$ cat src/hw/dpt_pkg.sv
// package for the dual pulse-width / interval timer block
// assumes an apb slave at 32-bit data, one aligned word per register
package dpt_pkg;
    localparam int CH_N = 2;
    // register byte offsets: channel c at c*8
    localparam logic [7:0] OFF_CTRL   = 8'h00;
    localparam logic [7:0] OFF_CMP    = 8'h04;
    localparam logic [7:0] OFF_STRIDE = 8'h08;
    // control field positions
    localparam int B_PRESCALE = 0;   // [1:0]
    localparam int B_PWM_MODE = 2;
    localparam int B_RUN      = 3;
    localparam int B_FLAG     = 4;
    localparam int B_OUT_EN   = 5;
    localparam int B_IRQ_EN   = 6;
    localparam logic [7:0] CTRL_RESET = 8'h00;
    localparam logic [7:0] CMP_RESET  = 8'h00;
    localparam logic [7:0] CNT_START  = 8'h00;
    // read-back of a reserved or unmapped word
    localparam logic [31:0] RD_ZERO   = 32'h0000_0000;

    typedef struct packed {
        logic [7:0] ctrl;
        logic [7:0] cmp;
    } dpt_regs_t;

    typedef struct packed {
        logic       wr_ctrl;
        logic       wr_cmp;
        logic [7:0] wdata;
        logic       rmw;
    } dpt_wr_t;
endpackage

$ cat src/hw/dpt_chan.sv
`timescale 1ns/1ns
// one generator channel: prescaler, 8-bit up-counter, comparator, output
// assumes register writes arrive as one-cycle strobes from the bus slave
module dpt_chan (
    input  wire logic             mclk,
    input  wire logic             rst,
    input  wire logic             stop_mode,
    input  wire dpt_pkg::dpt_wr_t wr,
    output dpt_pkg::dpt_regs_t    regs,
    output logic [7:0]            count,
    output logic                  wave,
    output logic                  irq
);
    typedef struct packed {
        dpt_pkg::dpt_regs_t r;
        logic [7:0] cmp_act;
        logic [7:0] cnt;
        logic [3:0] pre;
        logic       wave;
    } dpt_chan_st_t;

    dpt_chan_st_t st;
    dpt_chan_st_t next_st;
    logic         tick;
    logic         match;
    logic         set_flag;

    always_comb begin
        next_st  = st;
        // prescale tap: counter clock = mclk / 2^(code+1)
        tick     = (st.pre | ~((4'h2 << st.r.ctrl[dpt_pkg::B_PRESCALE +: 2]) - 4'h1)) == 4'hf;
        match    = st.cnt == st.cmp_act;
        set_flag = 1'b0;
        if (st.r.ctrl[dpt_pkg::B_RUN] && !stop_mode) begin
            next_st.pre = st.pre + 4'h1;
            if (tick) begin
                if (!st.r.ctrl[dpt_pkg::B_PWM_MODE]) begin
                    if (match) begin
                        next_st.cnt     = dpt_pkg::CNT_START;
                        next_st.wave    = ~st.wave;
                        next_st.cmp_act = st.r.cmp;
                        set_flag        = 1'b1;
                    end else begin
                        next_st.cnt = st.cnt + 8'h01;
                    end
                end else begin
                    next_st.cnt = st.cnt + 8'h01;
                    if (match) begin
                        next_st.wave = 1'b0;
                    end
                    if (st.cnt == 8'hff) begin
                        next_st.wave    = 1'b1;
                        next_st.cmp_act = st.r.cmp;
                    end
                end
            end
        end
        if (wr.wr_cmp) begin
            next_st.r.cmp = wr.wdata;
        end
        if (wr.wr_ctrl) begin
            next_st.r.ctrl = wr.wdata & 8'h7f;
            // flag only clears on a written 0; rmw reads it as 1 so keeps it
            next_st.r.ctrl[dpt_pkg::B_FLAG] = st.r.ctrl[dpt_pkg::B_FLAG]
                & (wr.wdata[dpt_pkg::B_FLAG] | wr.rmw);
            if (wr.wdata[dpt_pkg::B_RUN] && !st.r.ctrl[dpt_pkg::B_RUN]) begin
                // start from zero; prescaler is not reset so first period may be short
                next_st.cnt     = dpt_pkg::CNT_START;
                next_st.cmp_act = st.r.cmp;
                next_st.wave    = wr.wdata[dpt_pkg::B_PWM_MODE];
            end
        end
        if (set_flag) begin
            next_st.r.ctrl[dpt_pkg::B_FLAG] = 1'b1; // set wins over clear
        end
    end

    always_ff @(posedge mclk) begin
        if (rst) begin
            st.r.ctrl  <= dpt_pkg::CTRL_RESET;
            st.r.cmp   <= dpt_pkg::CMP_RESET;
            st.cmp_act <= dpt_pkg::CMP_RESET;
            st.cnt     <= dpt_pkg::CNT_START;
            st.pre     <= 4'h0;
            st.wave    <= 1'b0;
        end else begin
            st <= next_st;
        end
    end

    assign regs  = st.r;
    assign count = st.cnt;
    assign wave  = st.wave;
    assign irq   = st.r.ctrl[dpt_pkg::B_IRQ_EN] & st.r.ctrl[dpt_pkg::B_FLAG];

    AST_FLAG_PWM: assert property (@(posedge mclk) disable iff (rst)
        st.r.ctrl[dpt_pkg::B_PWM_MODE] && !st.r.ctrl[dpt_pkg::B_FLAG] && !wr.wr_ctrl
        |=> !st.r.ctrl[dpt_pkg::B_FLAG])
        else $error("flag set in pwm mode");
    AST_TMR_WRAP: assert property (@(posedge mclk) disable iff (rst)
        st.r.ctrl[dpt_pkg::B_RUN] && !stop_mode && tick && match && !wr.wr_ctrl
        && !st.r.ctrl[dpt_pkg::B_PWM_MODE] |=> st.cnt == 8'h00 && st.r.ctrl[dpt_pkg::B_FLAG])
        else $error("timer match did not clear counter and set flag");
    AST_TOGGLE: assert property (@(posedge mclk) disable iff (rst)
        st.r.ctrl[dpt_pkg::B_RUN] && !stop_mode && tick && match && !wr.wr_ctrl
        && !st.r.ctrl[dpt_pkg::B_PWM_MODE] |=> st.wave != $past(st.wave))
        else $error("timer output did not toggle");
    AST_STOP_HOLD: assert property (@(posedge mclk) disable iff (rst)
        stop_mode && !wr.wr_ctrl |=> $stable(st.cnt) && $stable(st.wave))
        else $error("counter moved in stop state");
    AST_PWM_LOW: assert property (@(posedge mclk) disable iff (rst)
        st.r.ctrl[dpt_pkg::B_RUN] && st.r.ctrl[dpt_pkg::B_PWM_MODE] && !stop_mode
        && tick && match && st.cnt != 8'hff && !wr.wr_ctrl |=> !st.wave)
        else $error("pwm output not low after match");
    AST_CLEAR: assert property (@(posedge mclk) disable iff (rst)
        wr.wr_ctrl && !wr.wdata[dpt_pkg::B_FLAG] && !wr.rmw && !set_flag
        |=> !st.r.ctrl[dpt_pkg::B_FLAG])
        else $error("written zero did not clear flag");
endmodule

$ cat src/hw/dpt_top.sv
// What this block does
// - two independent generators, each counter plus comparator
// - mode bit 0 timer, 1 pulse width
// - prescale divides clock by 2,4,8,16
// - run bit starts counter from zero
// - first period may be short by less than one tick
// - timer match sets flag; pwm never does
// - writing zero clears match flag
// - read-modify-write reads flag as one
// - output enable hands pin to generator
// - interrupt when enable and flag set
// - pwm high until match, then low
// - new compare value applies next period
// - stop state freezes counter and output
// - timer match clears counter; interval compare+1
// - timer output toggles on each match
//
// apb slave for two channels; control at ch*8, compare at ch*8+4
// assumes a synchronous mclk-domain apb master and a port mux outside
`timescale 1ns/1ns
module dpt_top #(
    parameter int CH_N = dpt_pkg::CH_N
) (
    input  wire logic              mclk,
    input  wire logic              rst,
    input  wire logic              psel,
    input  wire logic              penable,
    input  wire logic              pwrite,
    input  wire logic [7:0]        paddr,
    input  wire logic [31:0]       pwdata,
    output logic [31:0]            prdata,
    output logic                   pready,
    output logic                   pslverr,
    input  wire logic              stop_mode,
    input  wire logic              rmw_access,
    input  wire logic [CH_N-1:0]   port_out,
    output logic [CH_N-1:0]        pin_out,
    output logic [CH_N-1:0]        pwm_wave,
    output logic [CH_N-1:0]        match_irq
);
    typedef struct packed {
        logic [31:0] rdata;
    } dpt_top_st_t;

    dpt_top_st_t        st;
    dpt_top_st_t        next_st;
    dpt_pkg::dpt_wr_t   wr     [CH_N];
    dpt_pkg::dpt_regs_t regs   [CH_N];
    logic [7:0]         count  [CH_N];
    logic               access;
    logic               hit;

    assign access  = psel & penable;
    assign pready  = 1'b1;
    assign hit     = paddr[7:3] < 5'(CH_N) && paddr[1:0] == 2'b00;
    assign pslverr = access & ~hit;

    genvar c;
    generate
        for (c = 0; c < CH_N; c++) begin : g_ch
            always_comb begin
                wr[c].wdata   = pwdata[7:0];
                wr[c].rmw     = rmw_access;
                wr[c].wr_ctrl = access && pwrite && paddr == 8'(c * 8) + dpt_pkg::OFF_CTRL;
                wr[c].wr_cmp  = access && pwrite && paddr == 8'(c * 8) + dpt_pkg::OFF_CMP;
            end
            dpt_chan u_chan (
                .mclk      (mclk),
                .rst       (rst),
                .stop_mode (stop_mode),
                .wr        (wr[c]),
                .regs      (regs[c]),
                .count     (count[c]),
                .wave      (pwm_wave[c]),
                .irq       (match_irq[c])
            );
            // pin goes back to the port function when output enable is clear
            assign pin_out[c] = regs[c].ctrl[dpt_pkg::B_OUT_EN] ? pwm_wave[c] : port_out[c];
        end
    endgenerate

    always_comb begin
        next_st = st;
        if (psel && !penable && !pwrite) begin
            next_st.rdata = dpt_pkg::RD_ZERO;
            for (int i = 0; i < CH_N; i++) begin
                if (paddr == 8'(i * 8) + dpt_pkg::OFF_CTRL) begin
                    next_st.rdata = {16'h0000, count[i], regs[i].ctrl};
                end else if (paddr == 8'(i * 8) + dpt_pkg::OFF_CMP) begin
                    next_st.rdata = {24'h000000, regs[i].cmp};
                end
            end
        end
    end

    always_ff @(posedge mclk) begin
        if (rst) begin
            st.rdata <= dpt_pkg::RD_ZERO;
        end else begin
            st <= next_st;
        end
    end

    assign prdata = st.rdata;

    AST_PIN_MUX: assert property (@(posedge mclk) disable iff (rst)
        pin_out[0] == (regs[0].ctrl[dpt_pkg::B_OUT_EN] ? pwm_wave[0] : port_out[0]))
        else $error("pin mux wrong");
    AST_IRQ: assert property (@(posedge mclk) disable iff (rst)
        match_irq[0] == (regs[0].ctrl[dpt_pkg::B_IRQ_EN] && regs[0].ctrl[dpt_pkg::B_FLAG]))
        else $error("interrupt does not follow flag and enable");
    AST_RESET: assert property (@(posedge mclk)
        $past(rst) |-> regs[0].ctrl == dpt_pkg::CTRL_RESET && match_irq == '0)
        else $error("control not cleared by reset");
endmodule

$ cat config.mk
export PLATFORM = sky130hd
export DESIGN_NAME = dpt_top
export DESIGN_NICKNAME = d
export VERILOG_FILES = /design/src/hw/dpt_pkg.sv /design/src/hw/dpt_chan.sv /design/src/hw/dpt_top.sv
export SDC_FILE = /design/constraint.sdc
export NUM_CORES = 1
export LEC_CHECK = 0
export BUFFER_PORTS_ARGS = -buffer_cell sky130_fd_sc_hd__buf_2
export CAP_MARGIN = 20
export CORE_MARGIN = 1
export CORE_UTILIZATION = 53
export CTS_CLUSTER_DIAMETER = 80
export DETAILED_ROUTE_END_ITERATION = 7
export PLACE_DENSITY = 0.82
export REMOVE_ABC_BUFFERS = 1
export SETUP_SLACK_MARGIN = 0.02
export SYNTH_ARGS = -nofsm -noshare
export SYNTH_HDL_FRONTEND = slang
export SYNTH_HIERARCHICAL = 1
export SYNTH_SLANG_ARGS = --single-unit
$ cat constraint.sdc
create_clock -name mclk -period 2.5 [get_ports mclk]
set_input_delay 0.125 -clock mclk [delete_from_list [all_inputs] [get_ports mclk]]
set_output_delay 0.125 -clock mclk [all_outputs]
set_load 0.02 [all_outputs]
After elaboration in Yosys (flattened, before gate mapping)

Cells that the tools add are included.

Register bits: 104
Input port bits: 49
Output and inout port bits: 40

Add/subtract/negate cells: 6
$lt $le $gt $ge: 1
Eq/ne operators: 9
Shift operators: 2
Mux-type cells: 48
Bitwise operators: 14
Reduce and logical (&&, ||, !) cells: 21

Operators by type and width:

| operator            | count |
|---|---|
| $mux 16             | 9 |
| $mux 32             | 2 |
| $mux 8              | 7 |
| $mux 21             | 2 |
| $mux 1              | 26 |
| $add 8x1->8 const B | 2 |
| $eq 8x4->1 const B  | 2 |
| $eq 8x8->1          | 2 |
| $eq 8x8->1 const B  | 2 |
| $logic_and 1x1->1   | 12 |
| $mux 5              | 2 |
| $add 4x1->4 const B | 2 |
| $eq 4x4->1 const B  | 2 |
| $eq 8x3->1 const B  | 1 |
| $logic_not 8->1     | 1 |
| $not 4->4           | 2 |
| $or 4x4->4          | 2 |
| $shl 2x2->4 const A | 2 |
| $sub 4x1->4 const B | 2 |
| $and 1x1->1         | 6 |
| $logic_not 1->1     | 5 |
| $lt 5x2->1 const B  | 1 |
| $reduce_bool 2->1   | 2 |
| $not 1->1           | 3 |
| other kinds (2)     | 2 |

Longest topological paths before layout

Gate-level depths: netlist of run 1.

Depth in word-level cells: 9
Mapped depth: 11
Depth with buffers taken out: 9

Modules after synthesis

The synthesis of run 1 kept the hierarchy.

Modules (own cells, without submodules):

| module   | instances | cells an instance | area an instance (um^2) |
|---|---|---|---|
| dpt_chan | 2         | 213               | 1980.6 |
| dpt_top  | 1         | 123               | 1128.6 |

Worst setup path after synthesis of run 1

Ideal clock, no wire load.

Path kind: in2reg
From: input paddr[5]
To: register g_ch[0].u_chan/st[19] (netlist bit)
Arrival: 2.199 ns
Required time: 2.386 ns
Setup slack: 0.187 ns
Cell stages on the path: 10
Buffers on the path: 2
Cell sequence: or4_4 or2_4 nor4_1 buf_6 nand3b_1 nand2b_1 a21o_2 buf_4 a21bo_2 a21oi_2

RTL lines:

| what                 | RTL line       | RTL |
|---|---|---|
| from (decl)          | dpt_top.sv:29  | `input wire logic [7:0] paddr,` |
| to (signal assigned) | dpt_chan.sv:87 | `st <= next_st;` |
| to (decl)            | dpt_chan.sv:22 | `dpt_chan_st_t st;` |

Final worst setup path of run 1

From: register g_ch[0].u_chan.st (netlist bit g_ch[0].u_chan/count[3])
To: register g_ch[0].u_chan.st (netlist bit g_ch[0].u_chan/count[7])

Cells in the longest elaborated chain, start to end: 7
Elaborated cells on any way between the ends: 8

Ends and longest elaborated chain:

| what                                             | RTL line                                       | RTL |
|---|---|---|
| $add 8x1->8 / $eq 8x8->1 (equally long branches) | dpt_chan.sv:44, dpt_chan.sv:47, dpt_chan.sv:32 |  |
| $mux 8                                           | dpt_chan.sv:38                                 | `if (match) begin` |
| $mux 16 (*)                                      | dpt_chan.sv:37                                 | `if (!st.r.ctrl[dpt_pkg::B_PWM_MODE]) begin` |
| $mux 16 (*)                                      | dpt_chan.sv:36                                 | `if (tick) begin` |
| $mux 21 (*)                                      | dpt_chan.sv:34                                 | `if (st.r.ctrl[dpt_pkg::B_RUN] && !stop_mode) begin` |
| $mux 16                                          | dpt_chan.sv:66                                 | `if (wr.wdata[dpt_pkg::B_RUN] && !st.r.ctrl[dpt_pkg::B_RUN]) begin` |
| $mux 16 (*)                                      | dpt_chan.sv:61                                 | `if (wr.wr_ctrl) begin` |

Mark *: on every way between the ends. The rest lies on a longest branch, timed or not.
A chain may end at the register's enable or synchronous reset.

==> results by group, run 1 <==
STA
  • Pin slew with the least headroom to its limit: 0.733 ns
  • Slew margin rel.: 0.510
  • Clock skew: roughly 0.0098 ns
  • Final Slew Violations: 0
  • RSZ-0062 raised after global routing: false
  • Final setup vio count: 0
  • Tcrit/Tclk final: 0.840
  • Final hold vios: 0
  • Clock period minus worst slack: roughly 2.1 ns
  • Peak Freq: 476 MHz

CTS
  • Clk_lat worst skew: approximately 0.37 ns
  • H-tree Lvls: 3
  • Root Driver: clkbuf_8
  • Num CTS Buffers: 9
  • Sink Count: 88
  • Clock tree buffer depth: 2
  • CTS tree: done
  • Setup bufs post-CTS: 0
  • Post-cts resize count: 0
  • Hold Buf Count CTS: 0
  • CTS clk-pin slew, worst paths: 0.10 ns

Floorplan
  • Placement row count: 35
  • Die area: about 10000 um2
  • Die boundary height: 100 um
  • Starting Density: 0.548
  • DIE WIDTH: 100 um
  • # IOs: 89
  • Core box area: ~9300 um2

Synthesis
  • Async set-reset flop share out of synthesis: 0
  • Yosys top cell by area: dfxtp_1
  • Synth Warn #: 6
  • Mapped Avg Cell Area: ~9.3 um2
  • Yosys reg bits: 88
  • Seq/Total Area, Yosys: 0.346
  • Synth top area share: 0.346
  • Netlist Area Pre-Place: between 5000 and 6000 um2
  • Post-synth top flop: dfxtp_1
  • EDFF count, synth: 0
  • Unique masters post-synth: 54
  • Synth area leaders: dfxtp_1, buf_4, mux2i_1, nor2_1, nand3_1
  • Gate Count Post-Synth: between 500 and 600

GRT
  • Global route overflow: 0
  • Initial antenna violation count: 0
  • Vias in the first global route: about 3,600
  • Gr usage total: 0.238
  • Largest net degree at the start of global routing: 23
  • First-pass GRT wire length: between 15,000 and 20,000 um

Layout
  • Layout cells sized above 1: 0.276
  • Non-filler cells, final: around 670
  • Final design utilization: 0.553
  • Final #Nets: ~590
  • Register Area: ~1800 um2
  • Most frequent cells in the layout: dfxtp_1, nor2_1, buf_2
  • Area growth syn-to-layout: 0.811%
  • Area of the multi-input gates: between 2000 and 3000 um2
  • Commonest non-fill, non-tap cell in the layout: dfxtp_1
  • # fillers: 814
  • Diode count: 0

Pwr
  • Static Leak: ~2.0 nW
  • Overall Power: around 2.5 mW
  • Cell Pwr Density: 478 nW/um2
  • Worst vdd ir: about 0.44 mV

Worst setup path
  • Crit path largest cell delay: around 0.54 ns
  • CP startpoint kind: flop
  • Critical path type: flop to flop
  • Crit path max fanout: 15
  • Critical Path RT: roughly 2.8 ns
  • R2r setup slk: around 0.40 ns
  • R2R cell count: 5
  • Worst Setup End Kind: flop
  • Worst r2r dst: g_ch[0].u_chan/count[7]
  • Crit path DAT: around 2.4 ns
  • Ordered cell list for the critical path: xor2_1 > nor4_2 > nand3b_1 > o211ai_1 > a31oi_1
  • Worst r2r src: g_ch[0].u_chan/count[3]
  • Slowest CP cell: dfxtp_1

Run
  • Maxcap violations: 0

Drt
  • # DRC: 0
  • DR pass1 iterations: 5
  • DRT Wirelength: 11,500 um
  • Vias: between 3,000 and 4,000
  • Detailed Route Iter0 Violations: ~290
  • Routed len/inst: roughly 17 um
  • Routed Antenna Nets: 0
  • Vias/cell: 5.82

Worst hold path
  • WHS Path Cells: 3
  • Hold path startpoint: pwdata[7]
  • Sink of the worst hold path: g_ch[1].u_chan/regs[7]
  • Hold Crit Class: input pin to flop

Place
  • Dpl cells: roughly 660
  • DP HPWL: between 8000 and 9000 um
  • Port Buffers: 47
  • Final Wtd Congestion: approximately 0.85

Outcome
  • Outcome: completed
-- worst max-delay path by stage --
stage	from	endpoint	slack [ns]	depth (start not counted)
floorplan	paddr[5]	g_ch[0].u_chan/st[14]	-0.62	8
CTS	g_ch[0].u_chan/count[3]	g_ch[0].u_chan/count[7]	0.43	5
finish	g_ch[0].u_chan/count[3]	g_ch[0].u_chan/count[7]	0.40	5
global placement	paddr[5]	g_ch[0].u_chan/st[16]	0.20	9
detailed placement	paddr[5]	g_ch[0].u_chan/st[20]	0.15	9
global route	g_ch[0].u_chan/count[3]	g_ch[0].u_chan/count[2]	0.25	5
-- area by class of cell --
cell class	instances	share of cell area
sequential	88	0.343
tap	129	0.0315
inverter	2	0.00146
clock inverter	7	0.0110
timing repair buffer	57	0.0605
clock buffer	9	0.0241
multi-input combinational	381	0.528
-- power by group --
group / switching [mW] / leakage (nW) / internal (mW)
clock: 0.544 / 0.0838 / 0.371
sequential: 0.000239 / 0.708 / 1.40
combinational: 0.100 / 1.17 / 0.0365
-- through the flow --
stage | area, um2 | hold WS (ns) | setup WS, ns | setup TNS (ns)
3_3_place_gp | 4950 | 0.393 | 0.198 | 0
5_1_grt | 5130 | 0.0485 | 0.251 | 0
3_5_place_dp | 4950 | 0.398 | 0.151 | 0
6_report | 5130 | 0.0293 | 0.400 | 0
2_1_floorplan | 4470 | 0.187 | -0.623 | -10.17
4_1_cts | 5130 | 0.0171 | 0.425 | 0
-- registers in the layout (all words and copies together) (netlist names) --
| signal | flops |
|---|---|
| g_ch.u_chan/regs | 30 |
| g_ch.u_chan/st | 24 |
| g_ch.u_chan/count | 16 |
| prdata | 16 |
| g_ch.u_chan/wave | 2 |
-- logic make-up after synthesis --
family,count (synthesis),share of synthesized area
fa+ha+maj,6,0.0147
other cells,4,0.00295
mux,48,0.107
compound gates,94,0.153
flops,88,0.346
xor+xnor,20,0.0344
buf+inv,95,0.135
simple gates,194,0.207
-- routing by layer --
metal	track usage	routed length [um]	vias to the layer above
li1	-	-	1834
met1	0.312	5020	1901
met2	0.395	5540	164
met3	0.0439	747	16
met4	0.0814	191	0
met5	0	0	-
-- cells in the mapped netlist, drive strengths merged, types with 6 or more instances --
cell type  instances
ha                 6
nand2b             6
nand3             41
nor4               6
nand2             33
dfxtp             88
nand3b            16
nor2              58
mux2              10
a21oi             30
mux2i             34
a21bo             16
a31oi             12
xor2              18
clkbuf            11
buf               82
nor3              10
a22oi              8
-- worst max-delay path: cells and delay by family (launching register included) --
kind	cells	cell delay [ns]
simple gates	2	0.91
flops	1	0.54
compound gates	2	0.39
xor+xnor	1	0.14
No activity file was read; power rests on OpenSTA's default activity.
==> run 2, diff against run 1 <==
--- a/config.mk
+++ b/config.mk
@@ -8,10 +8,10 @@
 export BUFFER_PORTS_ARGS = -buffer_cell sky130_fd_sc_hd__buf_2
 export CAP_MARGIN = 20
 export CORE_MARGIN = 1
-export CORE_UTILIZATION = 53
+export CORE_UTILIZATION = 51
 export CTS_CLUSTER_DIAMETER = 80
 export DETAILED_ROUTE_END_ITERATION = 7
-export PLACE_DENSITY = 0.82
+export PLACE_DENSITY = 0.83
 export REMOVE_ABC_BUFFERS = 1
 export SETUP_SLACK_MARGIN = 0.02
 export SYNTH_ARGS = -nofsm -noshare
==> constraint.sdc (replaced) <==
create_clock -name mclk -period 1.87 [get_ports mclk]
set_input_delay 0.0935 -clock mclk [delete_from_list [all_inputs] [get_ports mclk]]
set_output_delay 0.0935 -clock mclk [all_outputs]
set_load 0.02 [all_outputs]
==> run 2 against run 1 <==
Compared with the run above:
- cell area increased by 9.7%
- critical endpoint is now g_ch[0].u_chan/wave
- non-clock buffer count increased by 42
- highest routed layer unchanged
- hold slack got worse by 0.014 ns
==> results by group, run 2 (synthesized netlist as in run 1, its figures left out) <==
Outcome
  • Outcome: completed (unchanged)

STA
  • Tcrit/Tclk final: 0.983 (was 0.840)
  • Final hold vios: 0 (unchanged)
  • Setup_tns: 0 ns (unchanged)
  • Final Slew Violations: 0 (unchanged)
  • RSZ-0062 raised after global routing: true (was false)
  • Slew margin rel.: 0.600 (was 0.510)
  • Peak Freq: 544 MHz (was 476 MHz)
  • Pin slew with the least headroom to its limit: 0.599 ns (was 0.733 ns)
  • Clock skew: 0.00984 ns (was 0.00983 ns)
  • Final setup vio count: 0 (unchanged)
  • Clock period minus worst slack: 1.84 ns (was 2.10 ns)

Worst setup path
  • Critical Path RT: 2.15 ns (was 2.76 ns)
  • Crit path DAT: 2.12 ns (was 2.36 ns)
  • Crit path max fanout: 5 (was 15)
  • Worst Setup SP: g_ch[0].u_chan/count[6] (was g_ch[0].u_chan/count[3])
  • Worst r2r src: g_ch[0].u_chan/count[6] (was g_ch[0].u_chan/count[3])
  • Critical path type: flop to flop (unchanged)
  • CP startpoint kind: flop (unchanged)
  • Worst Setup End Kind: flop (unchanged)

Worst hold path
  • Hold path startpoint: pwdata[7] (unchanged)
  • Hold Crit Class: input pin to flop (unchanged)

Pwr
  • Overall Power: 3.46 mW (was 2.45 mW)
  • Static Leak: 2.23 nW (was 1.96 nW)
  • Cell Pwr Density: 614 nW/um2 (was 478 nW/um2)
  • Worst vdd ir: 0.508 mV (was 0.435 mV)

Layout
  • Register Area: 1770 um2 (was 1760 um2)
  • Area of the multi-input gates: 2790 um2 (was 2710 um2)
  • Non-filler cells, final: 719 (was 673)
  • Most frequent cells in the layout: dfxtp_1, nor2_1, buf_2 (unchanged)
  • Number of flip-flops in the largest register: 30 (unchanged)
  • Area growth syn-to-layout: 10.5% (was 0.811%)
  • Final #Nets: 636 (was 594)
  • Commonest non-fill, non-tap cell in the layout: dfxtp_1 (unchanged)
  • Layout cells sized above 1: 0.345 (was 0.276)
  • # fillers: 817 (was 814)
  • Diode count: 0 (unchanged)

CTS
  • H-tree Lvls: 3 (unchanged)
  • Clock tree buffer depth: 2 (unchanged)
  • Num CTS Buffers: 9 (unchanged)
  • Sink Count: 88 (unchanged)
  • Clk_lat worst skew: 0.37 ns (about the same)
  • CTS clk-pin slew, worst paths: 0.09 ns (was 0.10 ns)
  • CTS tree: done (unchanged)
  • Root Driver: clkbuf_8 (unchanged)

GRT
  • Vias in the first global route: 3,764 (was 3,635)
  • Largest net degree at the start of global routing: 26 (was 23)
  • First-pass GRT wire length: 18,700 um (was 18,400 um)
  • Gr usage total: 0.237 (was 0.238)
  • Global route overflow: 0 (unchanged)
  • Initial antenna violation count: 0 (unchanged)

Place
  • Port Buffers: 47 (unchanged)
  • DP HPWL: 8840 um (was 8380 um)
  • Dpl cells: 697 (was 657)
  • Final Wtd Congestion: 0.903 (was 0.850)

Floorplan
  • DIE WIDTH: 102 um (was 100 um)
  • Die area: 10,400 um2 (was 10000 um2)
  • Starting Density: 0.523 (was 0.548)
  • # IOs: 89 (unchanged)
  • Die boundary height: 102 um (was 100 um)
  • Placement row count: 36 (was 35)
  • Core box area: 9730 um2 (was 9280 um2)

Drt
  • DR pass1 iterations: 5 (unchanged)
  • Detailed Route Iter0 Violations: 234 (was 287)
  • DRT Wirelength: 12,100 um (was 11,500 um)
  • # DRC: 0 (unchanged)
  • Routed Antenna Nets: 0 (unchanged)
  • Vias/cell: 5.65 (was 5.82)
  • Vias: 4,065 (was 3,915)
  • Routed len/inst: 16.9 um (was 17.1 um)

Run
  • Maxcap violations: 0 (unchanged)
run 2: routing by layer:
| layer | GRT usage | routed length, um | vias to the layer above |
|---|---|---|---|
| met5 | 0 | 0 | - |
| met4 | 0.0813 | 227 | 0 |
| met3 | 0.0445 | 777 | 20 |
| met2 | 0.397 | 5850 | 151 |
| met1 | 0.306 | 5270 | 1979 |
| li1 | - | - | 1915 |
run 2: power breakdown:
part	switching [mW]	total, mW	leakage [nW]	internal, mW
Sequential	0.000313	1.87	0.711	1.87
Clock	0.702	1.40	0.103	0.694
Combinational	0.137	0.190	1.42	0.0529
Total	0.839	3.46	2.23	2.62
run 2: area by class of cell:
cell class | count | share of cell area
clock buffers | 12 | 0.0276
inverters | 2 | 0.00133
repair buffers | 99 | 0.122
flip-flops and latches | 88 | 0.314
clock inverters | 4 | 0.00912
multi-input cells | 381 | 0.496
well taps | 133 | 0.0296
run 2: final timing paths:
check	slack (ns)	depth (start not counted)	endpoint
max	0.03	7	g_ch[0].u_chan/wave
min	0.02	3	g_ch[1].u_chan/regs[7]
max reg2reg	0.03	7	g_ch[0].u_chan/wave
min reg2reg	0.46	2	prdata[1]
run 2: through the flow:
step	hold WS, ns	utilization	worst slack [ns]	area, um2
floorplan	0.156	-	-1.22	4470
finish	0.0157	0.578	0.0321	5630
global placement	0.358	0.538	-0.250	5240
CTS	0.0178	0.564	0.0540	5490
detailed placement	0.400	0.538	-0.343	5240
global route	0.0315	0.578	-0.0551	5630
run 2: worst max-delay path: stages, from the launching register on:
cell,delay [ns]
dfxtp_4,0.38
xor2_1,0.17
nor4_2,0.35
nand2_1,0.10
ha_1,0.29
inv_1,0.08
o221ai_2,0.11
a311oi_2,0.27
run 2: what timing repair did:
action	CTS	global route
cloned	0	1
setup buffers	2	3
hold buffers	0	0
gates resized for setup	0	20
pin swaps	5	11
endpoints found under the hold margin	0	0
setup endpoints to repair	18	18
==> run 3, diff against run 2 <==
--- a/config.mk
+++ b/config.mk
@@ -7,12 +7,13 @@
 export LEC_CHECK = 0
 export BUFFER_PORTS_ARGS = -buffer_cell sky130_fd_sc_hd__buf_2
 export CAP_MARGIN = 20
+export CELL_PAD_IN_SITES_DETAIL_PLACEMENT = 0
+export CELL_PAD_IN_SITES_GLOBAL_PLACEMENT = 1
 export CORE_MARGIN = 1
-export CORE_UTILIZATION = 51
+export CORE_UTILIZATION = 39
 export CTS_CLUSTER_DIAMETER = 80
 export DETAILED_ROUTE_END_ITERATION = 7
 export PLACE_DENSITY = 0.83
-export REMOVE_ABC_BUFFERS = 1
 export SETUP_SLACK_MARGIN = 0.02
 export SYNTH_ARGS = -nofsm -noshare
 export SYNTH_HDL_FRONTEND = slang
==> run 3 against run 2 <==
Compared with the run above:
- hold slack better by 0.013 ns
- sequential cell count stayed put
- via count shrank 1.8%
==> results by group, run 3 (synthesized netlist as in run 1, its figures left out) <==
STA
  • Final setup vio count: 0 (unchanged)
  • Pin slew with the least headroom to its limit: 0.578 ns (was 0.599 ns)
  • Clock skew: 0.00532 ns (was 0.00984 ns)
  • RSZ-0062 raised after global routing: true (unchanged)
  • Final Slew Violations: 0 (unchanged)
  • Slew margin rel.: 0.614 (was 0.600)
  • Final hold vios: 0 (unchanged)
  • Peak Freq: 554 MHz (was 544 MHz)
  • Fin worst setup slack: 0.0635 ns (was 0.0321 ns)
  • Clock period minus worst slack: 1.81 ns (was 1.84 ns)
  • Worst hold slack: 0.0288 ns (was 0.0157 ns)
  • Setup_tns: 0 ns (unchanged)
  • Tcrit/Tclk final: 0.966 (was 0.983)

Worst setup path
  • Slowest CP cell: dfxtp_2 (was dfxtp_4)
  • Worst Setup End Kind: flop (unchanged)
  • Critical Path RT: 2.08 ns (was 2.15 ns)
  • Crit path DAT: 2.01 ns (was 2.12 ns)
  • Ordered cell list for the critical path: buf_4 > buf_4 > ha_2 > nand3_1 > o21a_1 > o31ai_4 > buf_12 > a21bo_2 > a21oi_2 (was xor2_1 > nor4_2 > nand2_1 > ha_1 > inv_1 > o221ai_2 > a311oi_2)
  • Cell family with most CP delay: compound AO/OA/AOI/OAI gates (was simple AND/OR/NAND/NOR gates)
  • CP most frequent cell: buf_4
  • Critical path type: flop to flop (unchanged)
  • Crit path largest cell delay: 0.35 ns (was 0.38 ns)
  • Crit path buf inv count: 3 (was 1)
  • Crit path max fanout: 16 (was 5)
  • CP startpoint kind: flop (unchanged)

Drt
  • DRT Wirelength: 12,500 um (was 12,100 um)
  • Vias: 3,990 (was 4,065)
  • Routed len/inst: 16.4 um (was 16.9 um)
  • Vias/cell: 5.20 (was 5.65)
  • Routed Antenna Nets: 0 (unchanged)
  • # DRC: 0 (unchanged)
  • Detailed Route Iter0 Violations: 276 (was 234)
  • DR pass1 iterations: 5 (unchanged)

Place
  • Final Wtd Congestion: 0.788 (was 0.903)
  • Placed Area: 5370 um2 (was 5240 um2)
  • DP HPWL: 9280 um (was 8840 um)
  • Port Buffers: 47 (unchanged)
  • Dpl ws: -0.266 ns (was -0.343 ns)
  • Dpl cells: 742 (was 697)

Floorplan
  • Die boundary height: 116 um (was 102 um)
  • Starting Density: 0.402 (was 0.523)
  • Core box area: 12,700 um2 (was 9730 um2)
  • # IOs: 89 (unchanged)
  • DIE WIDTH: 116 um (was 102 um)
  • Die area: 13,500 um2 (was 10,400 um2)
  • Placement row count: 41 (was 36)

GRT
  • Met2 Use GR: 0.304 (was 0.397)
  • Met1 Use GR: 0.259 (was 0.306)
  • Vias in the first global route: 3,698 (was 3,764)
  • Gr usage total: 0.189 (was 0.237)
  • Initial antenna violation count: 0 (unchanged)
  • Global route overflow: 0 (unchanged)
  • Largest net degree at the start of global routing: 25 (was 26)
  • First-pass GRT wire length: 19,400 um (was 18,700 um)
  • GR peak layer: met2 (unchanged)
  • M3 GR Usage: 0.0317 (was 0.0445)

CTS
  • H-tree Lvls: 3 (unchanged)
  • CTS tree: done (unchanged)
  • CTS clk-pin slew, worst paths: 0.07 ns (was 0.09 ns)
  • Clk_lat worst skew: 0.34 ns (was 0.37 ns)
  • Sink Count: 88 (unchanged)
  • Hold Buf Count CTS: 0 (unchanged)
  • Root Driver: clkbuf_16 (was clkbuf_8)
  • Num CTS Buffers: 9 (unchanged)
  • Clock tree buffer depth: 2 (unchanged)

Outcome
  • Outcome: completed (unchanged)

Layout
  • Area growth syn-to-layout: 15.0% (was 10.5%)
  • Design Area, Final: 5850 um2 (was 5630 um2)
  • Number of flip-flops in the largest register: 30 (unchanged)
  • Diode count: 0 (unchanged)
  • Commonest non-fill, non-tap cell in the layout: dfxtp_1 (unchanged)
  • Most frequent cells in the layout: dfxtp_1, nor2_1, buf_4 (was dfxtp_1, nor2_1, buf_2)
  • Final #Nets: 645 (was 636)
  • Non-filler cells, final: 767 (was 719)
  • Layout cells sized above 1: 0.355 (was 0.345)
  • Final design utilization: 0.462 (was 0.578)
  • # fillers: 1,222 (was 817)

Pwr
  • Cell Pwr Density: 692 nW/um2 (was 614 nW/um2)
  • Overall Power: 4.05 mW (was 3.46 mW)
  • Static Leak: 2.33 nW (was 2.23 nW)
  • Worst vdd ir: 0.616 mV (was 0.508 mV)

Run
  • Maxcap violations: 0 (unchanged)

Worst hold path
  • Hold Crit Class: input pin to flop (unchanged)
==> run 3: cell count changes in the layout (fill, tap and decap cells not counted), moves of 2 or more <==
cell | before | now
clkbuf_16 | 1 | 9
xor2_2 | 0 | 2
buf_12 | 3 | 5
buf_4 | 46 | 54
clkbuf_8 | 11 | 0
clkinv_4 | 0 | 2
==> run 3: layer usage <==
layer,vias up,routed length [um]
met3,13,597
li1,1933,-
met4,0,183
met1,1929,6000
met5,-,0
met2,115,5770
==> run 3: final cells by class <==
class	instances	area (um2)	area share
Multi-Input combinational cell	381	2770	0.473
Sequential cell	88	1770	0.303
Tap cell	172	215	0.0368
Timing Repair Buffer	108	763	0.130
Inverter	2	7.51	0.00128
Clock inverter	7	103	0.0175
Clock buffer	9	225	0.0385
==> run 3: final timing paths <==
path,startpoint,cells past startpoint,slack (ns),endpoint
setup / recovery,g_ch[1].u_chan/count[0],9,0.06,g_ch[1].u_chan/st[17]
hold / removal,pwdata[7],3,0.03,g_ch[0].u_chan/regs[7]
setup reg to reg,g_ch[1].u_chan/count[0],9,0.06,g_ch[1].u_chan/st[17]
hold reg to reg,prdata[5],2,0.45,prdata[5]
==> run 3: power by group <==
part,internal [mW],switching [mW]
registers,1.87,0.000323
logic,0.0581,0.137
clock network,1.19,0.799
==> run 3: worst register-to-register path: cells and delay by family (launching register included) <==
kind	cells	cell delay (ns)
buffers and inverters	3	0.38
AND/OR/NAND/NOR	1	0.11
AO/OA/AOI/OAI	4	0.66
flip-flops	1	0.35
adder cells (fa/ha/maj)	1	0.18
==> run 3: timing repair <==
item                                    in CTS  in global routing
gates resized for setup                      0                 16
endpoints found under the setup margin      17                 19
pin swaps                                    5                 10
buffers inserted                             2                  8
